**src/hdl/imu_regs_cfg.svh**
```systemverilog
// register offsets, field positions, reset values and timing of the block
`ifndef IMU_REGS_CFG_SVH
`define IMU_REGS_CFG_SVH

// ********************************
// register offsets (byte addresses)
// ********************************
`define OFS_GLOBAL_COMMAND 8'h0A
`define OFS_BURST_CONTENT 8'h0C
`define OFS_BURST_WIDTH 8'h0E
`define OFS_AXIS_POLARITY 8'h10
`define OFS_RANGE_SELECT 8'h12

// ********************************
// field positions and masks
// ********************************
`define BIT_NOT_READY 10
`define BIT_SOFT_RESET 7
`define BIT_RESTORE 4
`define BIT_SAVE 3
`define MASK_BURST_CONTENT 16'hFC07
`define MASK_BURST_WIDTH 16'h7C00
`define MASK_AXIS_POLARITY 16'h007E
`define MASK_RANGE_SELECT 16'h01FF
`define POL_LSB 1
`define ACCEL_RANGE_BIT 8
`define ANGLE_SCALE_LSB 4
`define VELOCITY_SCALE_LSB 0
`define SCALE_WIDTH 4
`define CONTENT_FLAG 15
`define CONTENT_TEMP 14
`define CONTENT_GYRO 13
`define CONTENT_ACCEL 12
`define CONTENT_ANGLE 11
`define CONTENT_VELOCITY 10
`define CONTENT_GPIO 2
`define CONTENT_COUNTER 1
`define CONTENT_CHECKSUM 0
`define WIDTH_TEMP 14
`define WIDTH_GYRO 13
`define WIDTH_ACCEL 12
`define WIDTH_ANGLE 11
`define WIDTH_VELOCITY 10
`define AXIS_COUNT 6

// ********************************
// factory defaults of the backup registers
// ********************************
`define FACTORY_BURST_CONTENT 16'h0000
`define FACTORY_BURST_WIDTH 16'h0000
`define FACTORY_AXIS_POLARITY 16'h0000
`define FACTORY_RANGE_SELECT 16'h0000

// ********************************
// timing
// ********************************
`define CLOCK_MHZ 200
`define STARTUP_US 1000
`define NV_OP_US 100
`define STARTUP_CYCLES (`STARTUP_US * `CLOCK_MHZ)
`define NV_OP_CYCLES (`NV_OP_US * `CLOCK_MHZ)

`endif

```
**src/hdl/imu_regs_pkg.sv**
```systemverilog
// types shared by the command and output-configuration register block
package imu_regs_pkg;

  typedef struct packed {
    logic write;
    logic read;
    logic [7:0] address;
    logic [15:0] write_data;
  } reg_request_t;

  typedef struct packed {
    logic [15:0] burst_content;
    logic [15:0] burst_word_width;
    logic [15:0] axis_polarity;
    logic [15:0] range_select;
  } backup_image_t;

  typedef struct packed {
    logic include_flag;
    logic include_temperature;
    logic include_gyro;
    logic include_accel;
    logic include_angle_increment;
    logic include_velocity_increment;
    logic include_gpio;
    logic include_counter;
    logic include_checksum;
    logic temperature_wide;
    logic gyro_wide;
    logic accel_wide;
    logic angle_increment_wide;
    logic velocity_increment_wide;
    logic accel_range_16g;
    logic [3:0] angle_increment_scale;
    logic [3:0] velocity_increment_scale;
  } output_config_t;

  // axes 0..5: x, y, z angular rate then x, y, z acceleration
  typedef logic [5:0][15:0] axis_samples_t;

  typedef enum logic [2:0] {
    st_boot_wait,
    st_load,
    st_idle,
    st_save,
    st_restore,
    st_soft_reset
  } sequence_state_t;

endpackage

```
**src/hdl/imu_command_output_config_regs.sv**
```systemverilog
// command and output-configuration registers of the inertial sensor
//
// How it works
// - not-ready bit high until device operational
// - soft reset bit resets, then self-clears
// - restore bit writes factory defaults, self-clears
// - power-on and soft reset load backup image
// - save bit copies backup registers, self-clears
// - burst content steers burst and streaming records
// - upper content bits include flag through velocity
// - low content bits include gpio, counter, checksum
// - width bits pick 32 or 16 bit words
// - polarity bits invert rate and accel outputs
// - inversion also feeds increment accumulation
// - range bit picks 16 G or 8 G
// - bits 7:4 choose angle increment scale
// - bits 3:0 choose velocity increment scale
// - streaming mode sends record every output period while idle
`timescale 1ns/1ps
`include "imu_regs_cfg.svh"

module imu_command_output_config_regs
  import imu_regs_pkg::*;
#(
  parameter int STARTUP_CYCLES = `STARTUP_CYCLES,
  parameter int NV_OP_CYCLES = `NV_OP_CYCLES
) (
  input wire logic clock,
  input wire logic rstn,
  input wire reg_request_t request,
  input wire logic uart_auto_mode,
  input wire logic [23:0] output_period_cycles,
  input wire logic nv_fault,
  input wire axis_samples_t raw_samples,
  output logic [15:0] read_data,
  output logic not_ready,
  output logic nv_save_error,
  output output_config_t config_out,
  output axis_samples_t corrected_samples,
  output logic stream_record
);

  // ********************************
  // state
  // ********************************
  sequence_state_t state;
  backup_image_t live;
  backup_image_t nv_image;
  logic [31:0] wait_count;
  logic [23:0] period_count;
  logic idle;
  logic write_ok;

  assign idle = (state == st_idle);
  // commands and writes are taken only while no operation runs
  assign write_ok = request.write && idle;

  // ********************************
  // sequencer
  // ********************************
  always_ff @(posedge clock or negedge rstn) begin
    if (!rstn) begin
      state <= st_boot_wait;
      wait_count <= 32'h00000000;
    end else begin
      case (state)
        st_boot_wait: begin
          if (wait_count >= 32'(STARTUP_CYCLES - 1)) begin
            wait_count <= 32'h00000000;
            state <= st_load;
          end else begin
            wait_count <= wait_count + 32'h00000001;
          end
        end
        st_load: begin
          state <= st_idle;
        end
        st_idle: begin
          wait_count <= 32'h00000000;
          if (request.write &&
              request.address == `OFS_GLOBAL_COMMAND) begin
            // soft reset outranks the nonvolatile commands
            if (request.write_data[`BIT_SOFT_RESET]) begin
              state <= st_soft_reset;
            end else if (request.write_data[`BIT_RESTORE]) begin
              state <= st_restore;
            end else if (request.write_data[`BIT_SAVE]) begin
              state <= st_save;
            end
          end
        end
        st_save, st_restore, st_soft_reset: begin
          if (wait_count >= 32'(NV_OP_CYCLES - 1)) begin
            wait_count <= 32'h00000000;
            // a soft reset ends by reloading the backup image
            state <= (state == st_soft_reset) ? st_load : st_idle;
          end else begin
            wait_count <= wait_count + 32'h00000001;
          end
        end
        default: begin
          state <= st_boot_wait;
        end
      endcase
    end
  end

  always_ff @(posedge clock or negedge rstn) begin
    if (!rstn) begin
      not_ready <= 1'b1;
    end else begin
      not_ready <= !(idle || state == st_load);
    end
  end

  // ********************************
  // nonvolatile image
  // ********************************
  // the image is also loaded by a reset: rstn sets it to the factory values,
  // so a saved image does not survive a reset of the block
  always_ff @(posedge clock or negedge rstn) begin
    if (!rstn) begin
      nv_image <= {`FACTORY_BURST_CONTENT, `FACTORY_BURST_WIDTH,
                   `FACTORY_AXIS_POLARITY, `FACTORY_RANGE_SELECT};
    end else if (state == st_save &&
                 wait_count >= 32'(NV_OP_CYCLES - 1)) begin
      nv_image <= live;
    end else if (state == st_restore &&
                 wait_count >= 32'(NV_OP_CYCLES - 1)) begin
      nv_image <= {`FACTORY_BURST_CONTENT, `FACTORY_BURST_WIDTH,
                   `FACTORY_AXIS_POLARITY, `FACTORY_RANGE_SELECT};
    end
  end

  // outcome of the last save or restore, for the diagnostic register
  always_ff @(posedge clock or negedge rstn) begin
    if (!rstn) begin
      nv_save_error <= 1'b0;
    end else if ((state == st_save || state == st_restore) &&
                 wait_count >= 32'(NV_OP_CYCLES - 1)) begin
      nv_save_error <= nv_fault;
    end
  end

  // ********************************
  // backup-target registers
  // ********************************
  always_ff @(posedge clock or negedge rstn) begin
    if (!rstn) begin
      live <= {`FACTORY_BURST_CONTENT, `FACTORY_BURST_WIDTH,
               `FACTORY_AXIS_POLARITY, `FACTORY_RANGE_SELECT};
    end else if (state == st_load) begin
      live <= nv_image;
    end else if (write_ok) begin
      case (request.address)
        `OFS_BURST_CONTENT: begin
          live.burst_content <=
            request.write_data & `MASK_BURST_CONTENT;
        end
        `OFS_BURST_WIDTH: begin
          live.burst_word_width <=
            request.write_data & `MASK_BURST_WIDTH;
        end
        `OFS_AXIS_POLARITY: begin
          live.axis_polarity <=
            request.write_data & `MASK_AXIS_POLARITY;
        end
        `OFS_RANGE_SELECT: begin
          live.range_select <=
            request.write_data & `MASK_RANGE_SELECT;
        end
        default: begin
          live <= live;
        end
      endcase
    end
  end

  // ********************************
  // read port
  // ********************************
  always_ff @(posedge clock or negedge rstn) begin
    if (!rstn) begin
      read_data <= 16'h0000;
    end else if (request.read) begin
      case (request.address)
        `OFS_GLOBAL_COMMAND: begin
          read_data <= 16'h0000;
          read_data[`BIT_NOT_READY] <= not_ready;
          read_data[`BIT_SOFT_RESET] <= (state == st_soft_reset);
          read_data[`BIT_RESTORE] <= (state == st_restore);
          read_data[`BIT_SAVE] <= (state == st_save);
        end
        `OFS_BURST_CONTENT: read_data <= live.burst_content;
        `OFS_BURST_WIDTH: read_data <= live.burst_word_width;
        `OFS_AXIS_POLARITY: read_data <= live.axis_polarity;
        `OFS_RANGE_SELECT: read_data <= live.range_select;
        default: read_data <= 16'h0000;
      endcase
    end
  end

  // ********************************
  // configuration to the output path
  // ********************************
  always_ff @(posedge clock or negedge rstn) begin
    if (!rstn) begin
      config_out <= '0;
    end else begin
      config_out.include_flag <=
        live.burst_content[`CONTENT_FLAG];
      config_out.include_temperature <=
        live.burst_content[`CONTENT_TEMP];
      config_out.include_gyro <=
        live.burst_content[`CONTENT_GYRO];
      config_out.include_accel <=
        live.burst_content[`CONTENT_ACCEL];
      config_out.include_angle_increment <=
        live.burst_content[`CONTENT_ANGLE];
      config_out.include_velocity_increment <=
        live.burst_content[`CONTENT_VELOCITY];
      config_out.include_gpio <=
        live.burst_content[`CONTENT_GPIO];
      config_out.include_counter <=
        live.burst_content[`CONTENT_COUNTER];
      config_out.include_checksum <=
        live.burst_content[`CONTENT_CHECKSUM];
      config_out.temperature_wide <=
        live.burst_word_width[`WIDTH_TEMP];
      config_out.gyro_wide <=
        live.burst_word_width[`WIDTH_GYRO];
      config_out.accel_wide <=
        live.burst_word_width[`WIDTH_ACCEL];
      config_out.angle_increment_wide <=
        live.burst_word_width[`WIDTH_ANGLE];
      config_out.velocity_increment_wide <=
        live.burst_word_width[`WIDTH_VELOCITY];
      config_out.accel_range_16g <=
        live.range_select[`ACCEL_RANGE_BIT];
      config_out.angle_increment_scale <=
        live.range_select[`ANGLE_SCALE_LSB +: `SCALE_WIDTH];
      config_out.velocity_increment_scale <=
        live.range_select[`VELOCITY_SCALE_LSB +: `SCALE_WIDTH];
    end
  end

  // ********************************
  // sign inversion per axis
  // ********************************
  // the increment accumulators take these samples, so the inversion
  // reaches the angle and velocity increments too
  for (genvar axis = 0; axis < `AXIS_COUNT; axis++) begin : g_axis
    always_ff @(posedge clock or negedge rstn) begin
      if (!rstn) begin
        corrected_samples[axis] <= 16'h0000;
      end else if (live.axis_polarity[`POL_LSB + `AXIS_COUNT - 1 - axis])
      begin
        corrected_samples[axis] <= ~raw_samples[axis];
      end else begin
        corrected_samples[axis] <= raw_samples[axis];
      end
    end
  end

  // ********************************
  // streaming pacing
  // ********************************
  // a zero period is treated as one cycle rather than a stuck stream
  always_ff @(posedge clock or negedge rstn) begin
    if (!rstn) begin
      period_count <= 24'h000000;
      stream_record <= 1'b0;
    end else if (!uart_auto_mode || !idle) begin
      period_count <= 24'h000000;
      stream_record <= 1'b0;
    end else if (period_count + 24'h000001 >= output_period_cycles) begin
      period_count <= 24'h000000;
      stream_record <= 1'b1;
    end else begin
      period_count <= period_count + 24'h000001;
      stream_record <= 1'b0;
    end
  end

endmodule

```
**config.mk**
```make
export PLATFORM = sky130hd
export DESIGN_NAME = imu_command_output_config_regs
export DESIGN_NICKNAME = d
export VERILOG_FILES = /design/src/hdl/imu_regs_pkg.sv /design/src/hdl/imu_command_output_config_regs.sv
export VERILOG_INCLUDE_DIRS = /design/src /design/src/hdl
export SDC_FILE = /design/constraint.sdc
export NUM_CORES = 1
export LEC_CHECK = 0
export BUFFER_PORTS_ARGS = -buffer_cell sky130_fd_sc_hd__buf_4
export CAP_MARGIN = 20
export CORE_MARGIN = 4
export CORE_UTILIZATION = 50
export DETAILED_ROUTE_END_ITERATION = 10
export PLACE_DENSITY = 0.71
export SETUP_SLACK_MARGIN = 0.4
export SYNTH_ARGS = -nofsm -noshare
export SYNTH_HDL_FRONTEND = slang
export SYNTH_SLANG_ARGS = --single-unit
```
**constraint.sdc**
```tcl
create_clock -name clock -period 10.7 [get_ports clock]
set_input_delay 2.14 -clock clock [delete_from_list [all_inputs] [get_ports clock]]
set_output_delay 2.14 -clock clock [all_outputs]
set_load 0.1 [all_outputs]
```
==> Yosys cells after proc, flatten, opt, wreduce, memory -nomap -nowiden <==
Cells that the tools add are included.
{ "classes": {"n_reduce_logical": 25, "n_addsub": 2, "muxes": 30, "magnitude_cmp": 3, "bitwise": 6, "n_eq_ne": 14} }
{ "ops": {"columns": ["operator", "n"], "rows": [
  ["$mux 64", 4],
  ["$mux 16", 10],
  ["$not 16->16", 6],
  ["$pmux 32 s3", 1],
  ["$pmux 16 s5", 1],
  ["$mux 32", 2],
  ["$mux 24", 2],
  ["$add 32x1->32 const B", 1],
  ["$ge 32x15->1 const B", 1],
  ["$ge 32x18->1 const B", 1],
  ["$add 24x1->24 const B", 1],
  ["$eq 8x4->1 const B", 3],
  ["$ge 24x24->1", 1],
  ["$mux 3", 6],
  ["$eq 8x5->1 const B", 2],
  ["$pmux 3 s4", 1],
  ["$reduce_bool 2->1", 6],
  ["$reduce_and 2->1", 4],
  ["$eq 3x2->1 const B", 2],
  ["$eq 3x3->1 const B", 2],
  ["$logic_and 1x1->1", 5],
  ["$ne 2x2->1 const B", 2],
  ["$ne 4x4->1 const B", 1],
  ["$reduce_and 4->1", 1],
  ["9 further kinds", 14]
]} }
{ "totals": {"out_inout_bits": 138, "ff_bits": 325, "input_bits": 150} }

==> Depth between registers and ports, before layout <==
Gate-level depths: netlist (run 1).
{ "depth": {"ltp_word": 5, "mapped_depth": 12} }

==> Least setup slack after synthesis (run 1) <==
Ideal clock, no wire load.
{ "synth_timing": {"path_type": "input -> register", "start": "in request[16] in the netlist's numbering", "end": "reg live[4] in the netlist's numbering", "t_required_ns": 10.569, "path_slack_ns": 6.700, "arrival_time_ns": 3.869, "cell_stages": 8, "cell_sequence": "or4_1 -> buf_4 -> nor4b_4 -> and2_1 -> buf_6 -> buf_6 -> mux2i_1 -> o21ai_1"} }
{ "synth_between": {"elab_chain_len": 3} }
{ "synth_lines": {"columns": ["item", "line_no", "source"], "rows": [
  ["from (decl)", "imu_command_output_config_regs.sv:30", "input wire reg_request_t request,"],
  ["$eq 8x5->1", "imu_command_output_config_regs.sv:155", "case (request.address)"],
  ["$reduce_bool 2->1 (no line)", null, null],
  ["$reduce_and 2->1 (no line)", null, null],
  ["to (signal assigned)", "imu_command_output_config_regs.sv:150", "live <= {`FACTORY_BURST_CONTENT, `FACTORY_BURST_WIDTH,"],
  ["to (signal assigned)", "imu_command_output_config_regs.sv:153", "live <= nv_image;"],
  ["to (signal assigned)", "imu_command_output_config_regs.sv:173", "live <= live;"],
  ["to (decl)", "imu_command_output_config_regs.sv:47", "backup_image_t live;"]
]} }
Every way passes these cells.
A chain may end at the register's enable or synchronous reset.

==> Final worst setup path (run 1) <==
{ "layout_timing": {"start": "in request[16] in the netlist's numbering", "end": "reg live[60] in the netlist's numbering"} }
{ "layout_between": {"elab_chain_len": 3} }
{ "layout_lines": {"columns": ["item", "line_no"], "rows": [
  ["$eq 8x4->1", "imu_command_output_config_regs.sv:155"],
  ["$reduce_bool 2->1 (no line)", null],
  ["$reduce_and 2->1 (no line)", null]
]} }
Every way passes these cells.

==> summary.txt, run 1 <==
Synth
  • Library cell with the highest instance count after synthesis: dfrtp_1
  • Main combinational cell family by area after synthesis: simple AND/OR/NAND/NOR gates
  • Number of distinct standard cells referenced by the synthesized netlist: 59
  • Number of flip-flops and latches in the synthesized netlist: 325
  • Post-Synth Adder-Cell Area: 0.0238
  • Netlist area before placement: 0.0137 mm2
  • Most used DFF post-synth: dfrtp_1
  • Top area cells in the synthesized netlist: dfrtp_1, xor2_1, a22o_1, nand2_1, ha_1
  • Top cell type by total area after synthesis: dfrtp_1
  • Post-synth EDFFs: 0
  • Synth Instances: 1176
  • Top cell type's share of synthesized area: 0.594
  • Simple-Gate Fraction of Synth Area: 0.130
  • Synthesized netlist net count: 1352
  • Synth warnings: 0
  • Synthesized area per cell: 11.6 um2
  • Multiplexer share of the synthesized area: 0.00742
  • Fraction of the yosys area taken by sequential cells: 0.596
  • Xor-xnor portion of the synthesized cell area: 0.0917
  • Async set-or-reset flop fraction in the synthesized netlist: 1.00
  • Most frequent cells after synthesis: dfrtp_1, nand2_1, xor2_1, a22o_1, nor2_1
  • Compound-cell area share of the yosys netlist: 0.120

GRT
  • Number of antenna violations at the first check in global routing: 1
  • Global-route wire length before repair: 56.2 mm
  • Maximum number of pins on one net before global-route repair: 139
  • Global-route usage over all layers: 0.228
  • Grt total ovfl: 0
  • Via count of the first global-routing pass: 10100

Clock tree
  • Number of resized instances in the post-cts repair step: 0
  • Root cell of the clock tree: clkbuf_16
  • Number of buffers inserted during clock tree synthesis: 35
  • Buffer levels on the longest clock path: 3
  • H-Tree Level Count: 2
  • Clock latency of the later-clocked register in the worst-skew pair: 510 ps
  • Worst-path clk slew: 60 ps
  • TritonCTS clock tree: built
  • Total setup buffers inserted after CTS: 0
  • Sinks on the clock net: 325
  • Count of hold buffers inserted by post-cts repair: 0

Floorplanning
  • IO Pins: 288
  • Die ar.: 0.0300 mm2
  • Rows: 60
  • Die Height: 173 um
  • Area of the core: 0.0269 mm2
  • Initial standard-cell utilization of the core: 0.508
  • Horizontal die dimension: 173 um

Pwr
  • Total power draw: 2.78 mW
  • Cell area power density: 161 mW/mm2
  • Cell leakage power: 8.51 nW
  • IR drop worst, VDD: 103 uV

Worst setup path
  • Worst flop-to-flop path endpoint: period_count[19]
  • Peak fanout along the critical path: 17
  • Worst Reg-to-Reg Cells: 11
  • Worst reg2reg startpoint: period_count[0]
  • Required time of the critical path: 11100 ps
  • Critical path origin: request[16]
  • Arrival @ worst endpoint: 4890 ps
  • Crit end category: flip-flop
  • Startpoint type of the worst setup path: input pin
  • Kind of critical path: in2reg
  • Setup slack, reg-to-reg: 6380 ps

Worst hold path
  • Worst hold start: live[59]
  • Worst Hold Path EP: config_out[18]
  • Worst hold path cell count: 0
  • Class of the tightest hold or removal check: reg2reg

Timing
  • Setup TNS after final layout: 0 ps
  • Highest achievable clock rate: 223 MHz
  • RSZ-0062 raised after global routing: no
  • Final count of negative-setup-slack endpoints: 0
  • Headroom to the max-slew limit: 0.313
  • Slew at the pin with the worst max-slew slack: 1030 ps
  • Final Hold Fails: 0
  • Final Cycle Share: 0.420
  • Skew final: 17.8 ps
  • Fin crit period: 4490 ps
  • Number of max-slew violations in the final report: 0

Routing
  • Mean number of vias per cell: 5.52
  • Routed WL per cell: 19.1 um
  • Iteration-0 DRC Markers: 740
  • Length of the first detailed-routing pass in iterations: 6
  • DR vias: 9997
  • Detail Route Antenna Nets: 0
  • Drc violations: 0
  • WL final: 34.6 mm

Final layout
  • Final Instance Count excl. Fillers: 1812
  • Proportion of layout cells with a drive suffix above 1: 0.259
  • Post-layout net count: 1621
  • Post-synthesis to final-layout area growth: 26.4%
  • Final-layout fill cell count: 2124

Place
  • Post-DP HPWL: 23.2 mm
  • Routability-driven placement congestion ratio: 0.850
  • Buffers on Ports: 286
  • Cells after DPL: 1747

Job
  • Maximum Capacitance Violations: 0

Status
  • Run status: completed
[registers in the layout, summed over array words and instances, names as in the netlist]
name               cells
config_out            23
corrected_samples     96
live                  64
not_ready              1
nv_image              64
nv_save_error          1
period_count          24
read_data             16
state                  3
stream_record          1
wait_count            32
[metal layers]
layer | vias to the layer above | GRT usage | routed length, um | part of all wire
li1 | 4662 | - | - | -
met1 | 4908 | 0.316 | 14600 | 0.42
met2 | 369 | 0.380 | 17100 | 0.49
met3 | 58 | 0.0382 | 2000 | 0.058
met4 | 0 | 0.0582 | 902 | 0.026
met5 | - | 0 | 0 | 0
[logic make-up after synthesis]
kind of cell | count (synthesis)
AND/OR/NAND/NOR | 346
flip-flops | 325
AO/OA/AOI/OAI | 221
XOR/XNOR | 143
buffers and inverters | 105
adder cells (fa/ha/maj) | 26
multiplexers | 10
[worst max-delay path, cell delays in order]
cell,delay [ps]
buf_4,100
or4_1,740
nor4_1,530
and2_1,750
nor2_1,360
a21o_1,270
[cell type report]
cell class	instances	area, um2	area share
diodes	1	2.50	0.000145
clock buffers	48	1020	0.0589
flip-flops and latches	325	8130	0.471
clock inverters	14	146	0.00848
multi-input cells	746	5120	0.297
inverters	33	124	0.00718
well taps	341	427	0.0247
repair buffers	304	2280	0.132
[stage by stage]
stage / worst slack (ps) / instance area (um2) / hold slack, ps / utilization
finish: 6210 / 17300 / 429 / 0.642
detailed placement: 5780 / 16100 / 422 / 0.598
global route: 5920 / 17300 / 445 / 0.642
global placement: 5780 / 16100 / 417 / 0.598
floorplan: 6700 / 13700 / 394 / -
CTS: 6300 / 17200 / 429 / 0.642
[worst max path at each step]
| stage | to | slack (ps) | depth (start not counted) |
|---|---|---|---|
| 2_1_floorplan | live[4] | 6700 | 8 |
| 3_3_place_gp | live[39] | 5780 | 5 |
| 3_5_place_dp | live[50] | 5780 | 6 |
| 4_1_cts | live[60] | 6300 | 6 |
| 5_1_grt | period_count[1] | 5920 | 11 |
| 6_report | live[60] | 6210 | 6 |
[power by group]
part	total (mW)	internal [mW]	leakage [nW]	switching, mW
sequential	1.26	1.25	4.02	0.00819
combinational	0.318	0.0780	3.93	0.240
clock	1.20	0.717	0.568	0.482
total	2.78	2.05	8.51	0.730
[layout by cell type, fill, tap and decap left out, types with 23 or more instances in the layout]
| cell type | instances |
|---|---|
| xnor2_1 | 26 |
| nand2_1 | 122 |
| clkbuf_16 | 36 |
| xor2_1 | 117 |
| nand3_1 | 38 |
| inv_1 | 33 |
| nor2_1 | 62 |
| nor3b_1 | 23 |
| o21ai_0 | 45 |
| a22o_1 | 81 |
| buf_4 | 301 |
| dfrtp_1 | 324 |
| ha_1 | 26 |
(Power assumes the default switching activity.)
==> inputs of run 2 (changes only) <==
--- a/config.mk
+++ b/config.mk
@@ -6,6 +6,7 @@
 export SDC_FILE = /design/constraint.sdc
 export NUM_CORES = 1
 export LEC_CHECK = 0
+export ABC_AREA = 1
 export BUFFER_PORTS_ARGS = -buffer_cell sky130_fd_sc_hd__buf_4
 export CAP_MARGIN = 20
 export CORE_MARGIN = 4
==> constraint.sdc (replaced) <==
create_clock -name clock -period 4.5 [get_ports clock]
set_input_delay 0.9 -clock clock [delete_from_list [all_inputs] [get_ports clock]]
set_output_delay 0.9 -clock clock [all_outputs]
set_load 0.1 [all_outputs]
==> summary.txt, run 2 <==
Status
  • Run status: completed

Floorplanning
  • IO Pins: 288 (unchanged)
  • Die Height: 178 um (+2.6%)
  • Area of the core: 0.0281 mm2 (+4.5%)
  • Die ar.: 0.0316 mm2 (+5.4%)
  • Horizontal die dimension: 178 um (+2.6%)
  • Initial standard-cell utilization of the core: 0.514 (+0.00549)
  • Rows: 61 (+1.7%)

Routing
  • Length of the first detailed-routing pass in iterations: 5 (-1)
  • Detail Route Antenna Nets: 0 (unchanged)
  • Drc violations: 0 (unchanged)
  • DR vias: 11600 (+16%)
  • Iteration-0 DRC Markers: 996 (+35%)
  • Routed WL per cell: 17.1 um (-10%)
  • Mean number of vias per cell: 5.17 (-6.4%)
  • WL final: 38.3 mm (+11%)

Worst setup path
  • Startpoint type of the worst setup path: flip-flop
  • Crit end category: flip-flop
  • Worst reg2reg startpoint: period_count[0]
  • Arrival @ worst endpoint: 3900 ps (-990 ps)
  • End point of the critical path: period_count[18]
  • Worst path max stage delay: 500 ps (-250 ps)
  • Peak fanout along the critical path: 14 (-3)
  • Worst flop-to-flop path endpoint: period_count[18]
  • Critical path origin: period_count[0]
  • Kind of critical path: reg2reg
  • Cells along the critical path: ha_1 > nand3_1 > nor2_1 > nand3b_1 > nor2_2 > nand4_1 > and2_1 > ha_1 > nand2_1 > nor2_1 > nand2_1 > inv_1 > nand2_1 > nand4_1 > buf_4 > nor2_1
  • Setup slack, reg-to-reg: 1030 ps (-5350 ps)
  • Worst Reg-to-Reg Cells: 16 (+5)
  • CP max-delay cell: nand4_1
  • Required time of the critical path: 4930 ps (-6170 ps)

Synth
  • Library cell with the highest instance count after synthesis: nand2_1
  • Top area cells in the synthesized netlist: dfrtp_1, nand2_1, xor2_1, inv_1, nand3_1
  • Post-synth EDFFs: 0 (unchanged)
  • Async set-or-reset flop fraction in the synthesized netlist: 1.00 (unchanged)
  • Top cell type by total area after synthesis: dfrtp_1
  • Top cell type's share of synthesized area: 0.562 (-0.0317)
  • Fraction of the yosys area taken by sequential cells: 0.564 (-0.0318)
  • Synth Instances: 1562 (+33%)
  • Most used DFF post-synth: dfrtp_1
  • Netlist area before placement: 0.0144 mm2 (+5.6%)
  • Number of distinct standard cells referenced by the synthesized netlist: 43 (-27%)
  • Number of flip-flops and latches in the synthesized netlist: 325 (unchanged)
  • Most frequent cells after synthesis: nand2_1, dfrtp_1, inv_1, nand3_1, nor2_1
  • Synthesized area per cell: 9.23 um2 (-20%)
  • Synth warnings: 0 (unchanged)
  • Synthesized netlist net count: 1738 (+29%)

GRT
  • GR Util met3: 0.0364 (-0.00174)
  • Via count of the first global-routing pass: 11400 (+13%)
  • Most congested layer reported by global routing: met2
  • Global-route usage over all layers: 0.239 (+0.0106)
  • M1 GR Usage: 0.317 (+0.00132)
  • Number of antenna violations at the first check in global routing: 5 (+4)
  • Global-route wire length before repair: 60.0 mm (+6.7%)
  • Maximum number of pins on one net before global-route repair: 104 (-25%)
  • Global Route met2 Usage: 0.399 (+0.0186)
  • Grt total ovfl: 0 (unchanged)

Final layout
  • Final-layout fill cell count: 2272 (+7.0%)
  • Post-route cell area: 0.0180 mm2 (+4.4%)
  • Max FFs per register: 96 (unchanged)
  • Regs by FF count: corrected_samples (96), live (64), nv_image (64)
  • Register with the highest flop count: corrected_samples
  • Post-layout net count: 2007 (+24%)
  • Final Util: 0.641 (-0.000778)
  • Post-synthesis to final-layout area growth: 24.9%
  • Most frequent cells in the layout: nand2_1, dfrtp_1, buf_4, inv_1, nand3_1
  • Commonest non-fill, non-tap cell in the layout: nand2_1
  • Proportion of layout cells with a drive suffix above 1: 0.208 (-0.0506)

Pwr
  • IR drop worst, VDD: 233 uV (+130%)
  • Cell area power density: 363 mW/mm2 (+130%)
  • Cell leakage power: 9.00 nW (+5.8%)

Clock tree
  • Clock latency of the later-clocked register in the worst-skew pair: 520 ps (about the same)
  • Number of resized instances in the post-cts repair step: 0 (unchanged)
  • Root cell of the clock tree: clkbuf_16
  • Buffer levels on the longest clock path: 3 (unchanged)
  • Total setup buffers inserted after CTS: 0 (unchanged)
  • Number of buffers inserted during clock tree synthesis: 35 (unchanged)
  • Count of hold buffers inserted by post-cts repair: 0 (unchanged)
  • TritonCTS clock tree: built
  • Worst-path clk slew: 60 ps (about the same)
  • Sinks on the clock net: 325 (unchanged)
  • H-Tree Level Count: 2 (unchanged)

Timing
  • Final Cycle Share: 0.770
  • Skew final: 17.6 ps (-0.183 ps)
  • Slew at the pin with the worst max-slew slack: 1080 ps (+44.4 ps)
  • Final count of negative-setup-slack endpoints: 0 (unchanged)
  • Number of max-slew violations in the final report: 0 (unchanged)
  • RSZ-0062 raised after global routing: no
  • Fin crit period: 3470 ps
  • Final Hold Fails: 0 (unchanged)
  • Highest achievable clock rate: 288 MHz
  • Headroom to the max-slew limit: 0.283 (-0.0296)
  • Setup TNS after final layout: 0 ps (unchanged)
  • Minimum setup slack in the final design: 1030 ps (-5170 ps)

Place
  • Post-Place Worst Slack: 1090 ps (-4690 ps)
  • Routability-driven placement congestion ratio: 0.869 (+2.2%)
  • Placement Cell Area: 0.0168 mm2 (+4.8%)
  • Buffers on Ports: 286 (unchanged)
  • Post-DP HPWL: 26.6 mm (+15%)

Worst hold path
  • Class of the tightest hold or removal check: in2async

Job
  • Maximum Capacitance Violations: 0 (unchanged)
## run 2: final cells by class
| cell class | count | area, um2 | area share |
|---|---|---|---|
| diodes | 5 | 12.5 | 0.000695 |
| clock buffers | 56 | 1080 | 0.0597 |
| clock inverters | 7 | 77.6 | 0.00431 |
| inverters | 188 | 707 | 0.0393 |
| multi-input cells | 979 | 5230 | 0.290 |
| flip-flops and latches | 325 | 8130 | 0.452 |
| well taps | 378 | 473 | 0.0263 |
| repair buffers | 302 | 2300 | 0.128 |
## run 2: how the worst min path moves through the flow
stage | to | cells past startpoint | from
6_report | corrected_samples[15] | 1 | rstn
5_1_grt | config_out[7] | 0 | live[7]
4_1_cts | config_out[8] | 0 | live[8]
2_1_floorplan | config_out[8] | 0 | live[8]
3_3_place_gp | config_out[8] | 0 | live[8]
3_5_place_dp | config_out[8] | 0 | live[8]
## run 2: power breakdown
group	internal, mW	switching (mW)	leakage [nW]
sequential	2.97	0.0163	3.86
clock	1.70	1.15	0.565
combinational	0.179	0.523	4.58
## run 2: kinds of logic after synthesis
logic type | Yosys count | synth area share
DFF | 325 | 0.564
xor gates and xnor gates | 125 | 0.0759
AOI/OAI and AO/OA | 120 | 0.0520
and+or+nand+nor | 708 | 0.212
adders and majority gates | 26 | 0.0226
buffers and inverters | 258 | 0.0738
## run 2: per-layer routing
layer / wire length, um / vias up
met5: 0 / -
met4: 1210 / 0
met3: 2470 / 63
met2: 18600 / 380
met1: 16000 / 5631
li1: - / 5499
## run 2: critical path: cells and delay by family (launching register included)
| family | cells | cell delay [ps] |
|---|---|---|
| flip-flops | 1 | 390 |
| adder cells (fa/ha/maj) | 2 | 470 |
| AND/OR/NAND/NOR | 12 | 2050 |
| buffers and inverters | 2 | 460 |
## run 2: stage by stage
| step | power [mW] | hold slack [ps] | std cells |
|---|---|---|---|
| final | 6.54 | 423 | 2240 |
| after global routing | 6.76 | 446 | 2240 |
| after CTS | 6.61 | 422 | 2235 |
| after detailed placement | 3.75 | 407 | 2172 |
| after global placement | 3.74 | 403 | 2172 |
| after floorplan | 3.46 | 375 | 1562 |
==> inputs of run 3 (changes only) <==
--- a/config.mk
+++ b/config.mk
@@ -6,13 +6,13 @@
 export SDC_FILE = /design/constraint.sdc
 export NUM_CORES = 1
 export LEC_CHECK = 0
-export ABC_AREA = 1
+export ABC_AREA = 0
 export BUFFER_PORTS_ARGS = -buffer_cell sky130_fd_sc_hd__buf_4
 export CAP_MARGIN = 20
 export CORE_MARGIN = 4
-export CORE_UTILIZATION = 50
+export CORE_UTILIZATION = 49
 export DETAILED_ROUTE_END_ITERATION = 10
-export PLACE_DENSITY = 0.71
+export PLACE_DENSITY = 0.73
 export SETUP_SLACK_MARGIN = 0.4
 export SYNTH_ARGS = -nofsm -noshare
 export SYNTH_HDL_FRONTEND = slang
==> constraint.sdc (replaced) <==
create_clock -name clock -period 3.1 [get_ports clock]
set_input_delay 0.62 -clock clock [delete_from_list [all_inputs] [get_ports clock]]
set_output_delay 0.62 -clock clock [all_outputs]
set_load 0.1 [all_outputs]
==> summary.txt, run 3 (synthesized netlist as in run 1, its figures left out) <==
Worst setup path
  • Crit end category: flip-flop
  • Crit path buf inv count: 2 (unchanged)
  • Peak fanout along the critical path: 8 (-6)
  • Worst path max stage delay: 390 ps (-110 ps)
  • CP max-delay cell: dfrtp_2
  • Kind of critical path: reg2reg
  • Arrival @ worst endpoint: 3520 ps (-380 ps)
  • Startpoint type of the worst setup path: flip-flop
  • Setup slack, reg-to-reg: -10 ps (-1050 ps)
  • Cells along the critical path: ha_4 > nand2_4 > nor4_4 > nand4_1 > xnor2_2 > ha_1 > nand3_1 > o221ai_2 > a221oi_2 > o31ai_4 > buf_12 > buf_16 > nor3b_4
  • Top Family by Delay on Critical Path: simple AND/OR/NAND/NOR gates
  • Required time of the critical path: 3510 ps (-1420 ps)

GRT
  • Via count of the first global-routing pass: 10300 (-9.4%)
  • Global-route wire length before repair: 57.7 mm (-3.8%)
  • Global-route usage over all layers: 0.234 (-0.00429)
  • Number of antenna violations at the first check in global routing: 1 (-4)
  • Grt total ovfl: 0 (unchanged)
  • Maximum number of pins on one net before global-route repair: 80 (-23%)

Routing
  • WL final: 37.1 mm (-3.2%)
  • Mean number of vias per cell: 5.50 (+6.4%)
  • Drc violations: 0 (unchanged)
  • DR vias: 10400 (-10%)
  • Detail Route Antenna Nets: 0 (unchanged)
  • Length of the first detailed-routing pass in iterations: 7 (+2)
  • Routed WL per cell: 19.6 um (+15%)
  • Iteration-0 DRC Markers: 834 (-16%)

Clock tree
  • Count of hold buffers inserted by post-cts repair: 0 (unchanged)
  • Clock latency of the later-clocked register in the worst-skew pair: 500 ps (-20 ps)
  • Root cell of the clock tree: clkbuf_16
  • Sinks on the clock net: 325 (unchanged)
  • TritonCTS clock tree: built
  • Buffer levels on the longest clock path: 3 (unchanged)
  • H-Tree Level Count: 2 (unchanged)
  • Worst-path clk slew: 60 ps (about the same)
  • Number of buffers inserted during clock tree synthesis: 35 (unchanged)

Floorplanning
  • IO Pins: 288 (unchanged)
  • Die ar.: 0.0306 mm2 (-3.3%)
  • Initial standard-cell utilization of the core: 0.502 (-0.0111)
  • Horizontal die dimension: 175 um (-1.6%)
  • Die Height: 175 um (-1.6%)
  • Area of the core: 0.0272 mm2 (-3.2%)
  • Rows: 60 (-1.6%)

Timing
  • Fin crit period: 3110 ps (-353 ps)
  • Final Hold Fails: 0 (unchanged)
  • Highest achievable clock rate: 321 MHz (+11%)
  • Minimum setup slack in the final design: -13.8 ps (-1050 ps)
  • RSZ-0062 raised after global routing: yes
  • Final count of negative-setup-slack endpoints: 1 (+1)
  • Number of max-slew violations in the final report: 0 (unchanged)
  • Headroom to the max-slew limit: 0.301 (+0.0174)
  • Skew final: 19.1 ps (+1.45 ps)
  • Setup TNS after final layout: -13.8 ps (-13.8 ps)
  • Slew at the pin with the worst max-slew slack: 1050 ps (-26.1 ps)
  • Final Cycle Share: 1.00 (+0.234)
  • Fin Hold WS: 107 ps (-316 ps)

Final layout
  • Final Instance Count excl. Fillers: 1892 (-16%)
  • Commonest non-fill, non-tap cell in the layout: buf_4
  • Final-layout fill cell count: 2018 (-11%)
  • Proportion of layout cells with a drive suffix above 1: 0.318 (+0.110)
  • Regs by FF count: corrected_samples (96), live (64), nv_image (64)
  • Most frequent cells in the layout: buf_4, dfrtp_1, nand2_1, xor2_1, a22o_1
  • Final Util: 0.674 (+0.0324)
  • Max FFs per register: 96 (unchanged)
  • Post-layout net count: 1675 (-17%)
  • Post-synthesis to final-layout area growth: 34.1%
  • Register with the highest flop count: corrected_samples

Place
  • Buffers on Ports: 286 (unchanged)
  • Cells after DPL: 1801 (-17%)
  • Routability-driven placement congestion ratio: 0.803 (-7.6%)
  • Post-DP HPWL: 25.3 mm (-5.0%)

Job
  • Maximum Capacitance Violations: 0 (unchanged)

Worst hold path
  • Class of the tightest hold or removal check: in2async

Pwr
  • Cell area power density: 523 mW/mm2 (+44%)
  • IR drop worst, VDD: 380 uV (+63%)
  • Cell leakage power: 8.99 nW (-0.13%)

Status
  • Violations in the final reports: setup timing
  • Run status: finished with violations
## run 3: final cells by class
class / instances / area, um2 / area share
diodes: 1 / 2.50 / 0.000137
clock buffers: 51 / 1050 / 0.0573
clock inverters: 6 / 83.8 / 0.00458
inverters: 33 / 124 / 0.00677
multi-input cells: 746 / 5500 / 0.301
flip-flops and latches: 325 / 8140 / 0.445
well taps: 372 / 465 / 0.0254
repair buffers: 358 / 2940 / 0.161
## run 3: report_power, final
part	leakage [nW]	total [mW]	internal, mW	switching, mW
sequential	4.01	4.35	4.32	0.0314
clock	0.559	4.10	2.50	1.60
combinational	4.42	1.12	0.282	0.834
total	8.99	9.56	7.10	2.46
## run 3: path summary, 6_finish.rpt
kind / from / to / depth (start not counted)
worst max-delay path: period_count[0] / period_count[13] / 13
worst min-delay path: rstn / corrected_samples[16] / 1
worst max register to register: period_count[0] / period_count[13] / 13
worst min register to register: live[62] / config_out[21] / 0
max in group asynchronous: rstn / period_count[0] / 2
min in group clock: raw_samples[63] / corrected_samples[63] / 2
## run 3: per-layer routing
layer,GRT usage,vias up,wire length (um),part of all wire
met3,0.0448,68,2380,0.064
met4,0.0851,0,1310,0.035
met1,0.307,5173,14900,0.40
met5,0,-,0,0
li1,-,4766,-,-
met2,0.393,398,18500,0.50
## run 3: timing repair
| item | in CTS | in global routing |
|---|---|---|
| resized for setup | 25 | 33 |
| pin swaps | 18 | 19 |
| setup buffers | 18 | 11 |
| gates cloned | 3 | 1 |
| setup endpoints to repair | 25 | 25 |
## run 3: through the flow
stage | total power, mW | setup WS [ps] | instance area, um2
2_1_floorplan | 5.10 | 323 | 13800
3_3_place_gp | 5.54 | -76.0 | 16500
3_5_place_dp | 5.55 | -203 | 16500
4_1_cts | 9.65 | 113 | 18000
5_1_grt | 9.89 | -151 | 18300
6_report | 9.56 | -13.8 | 18300
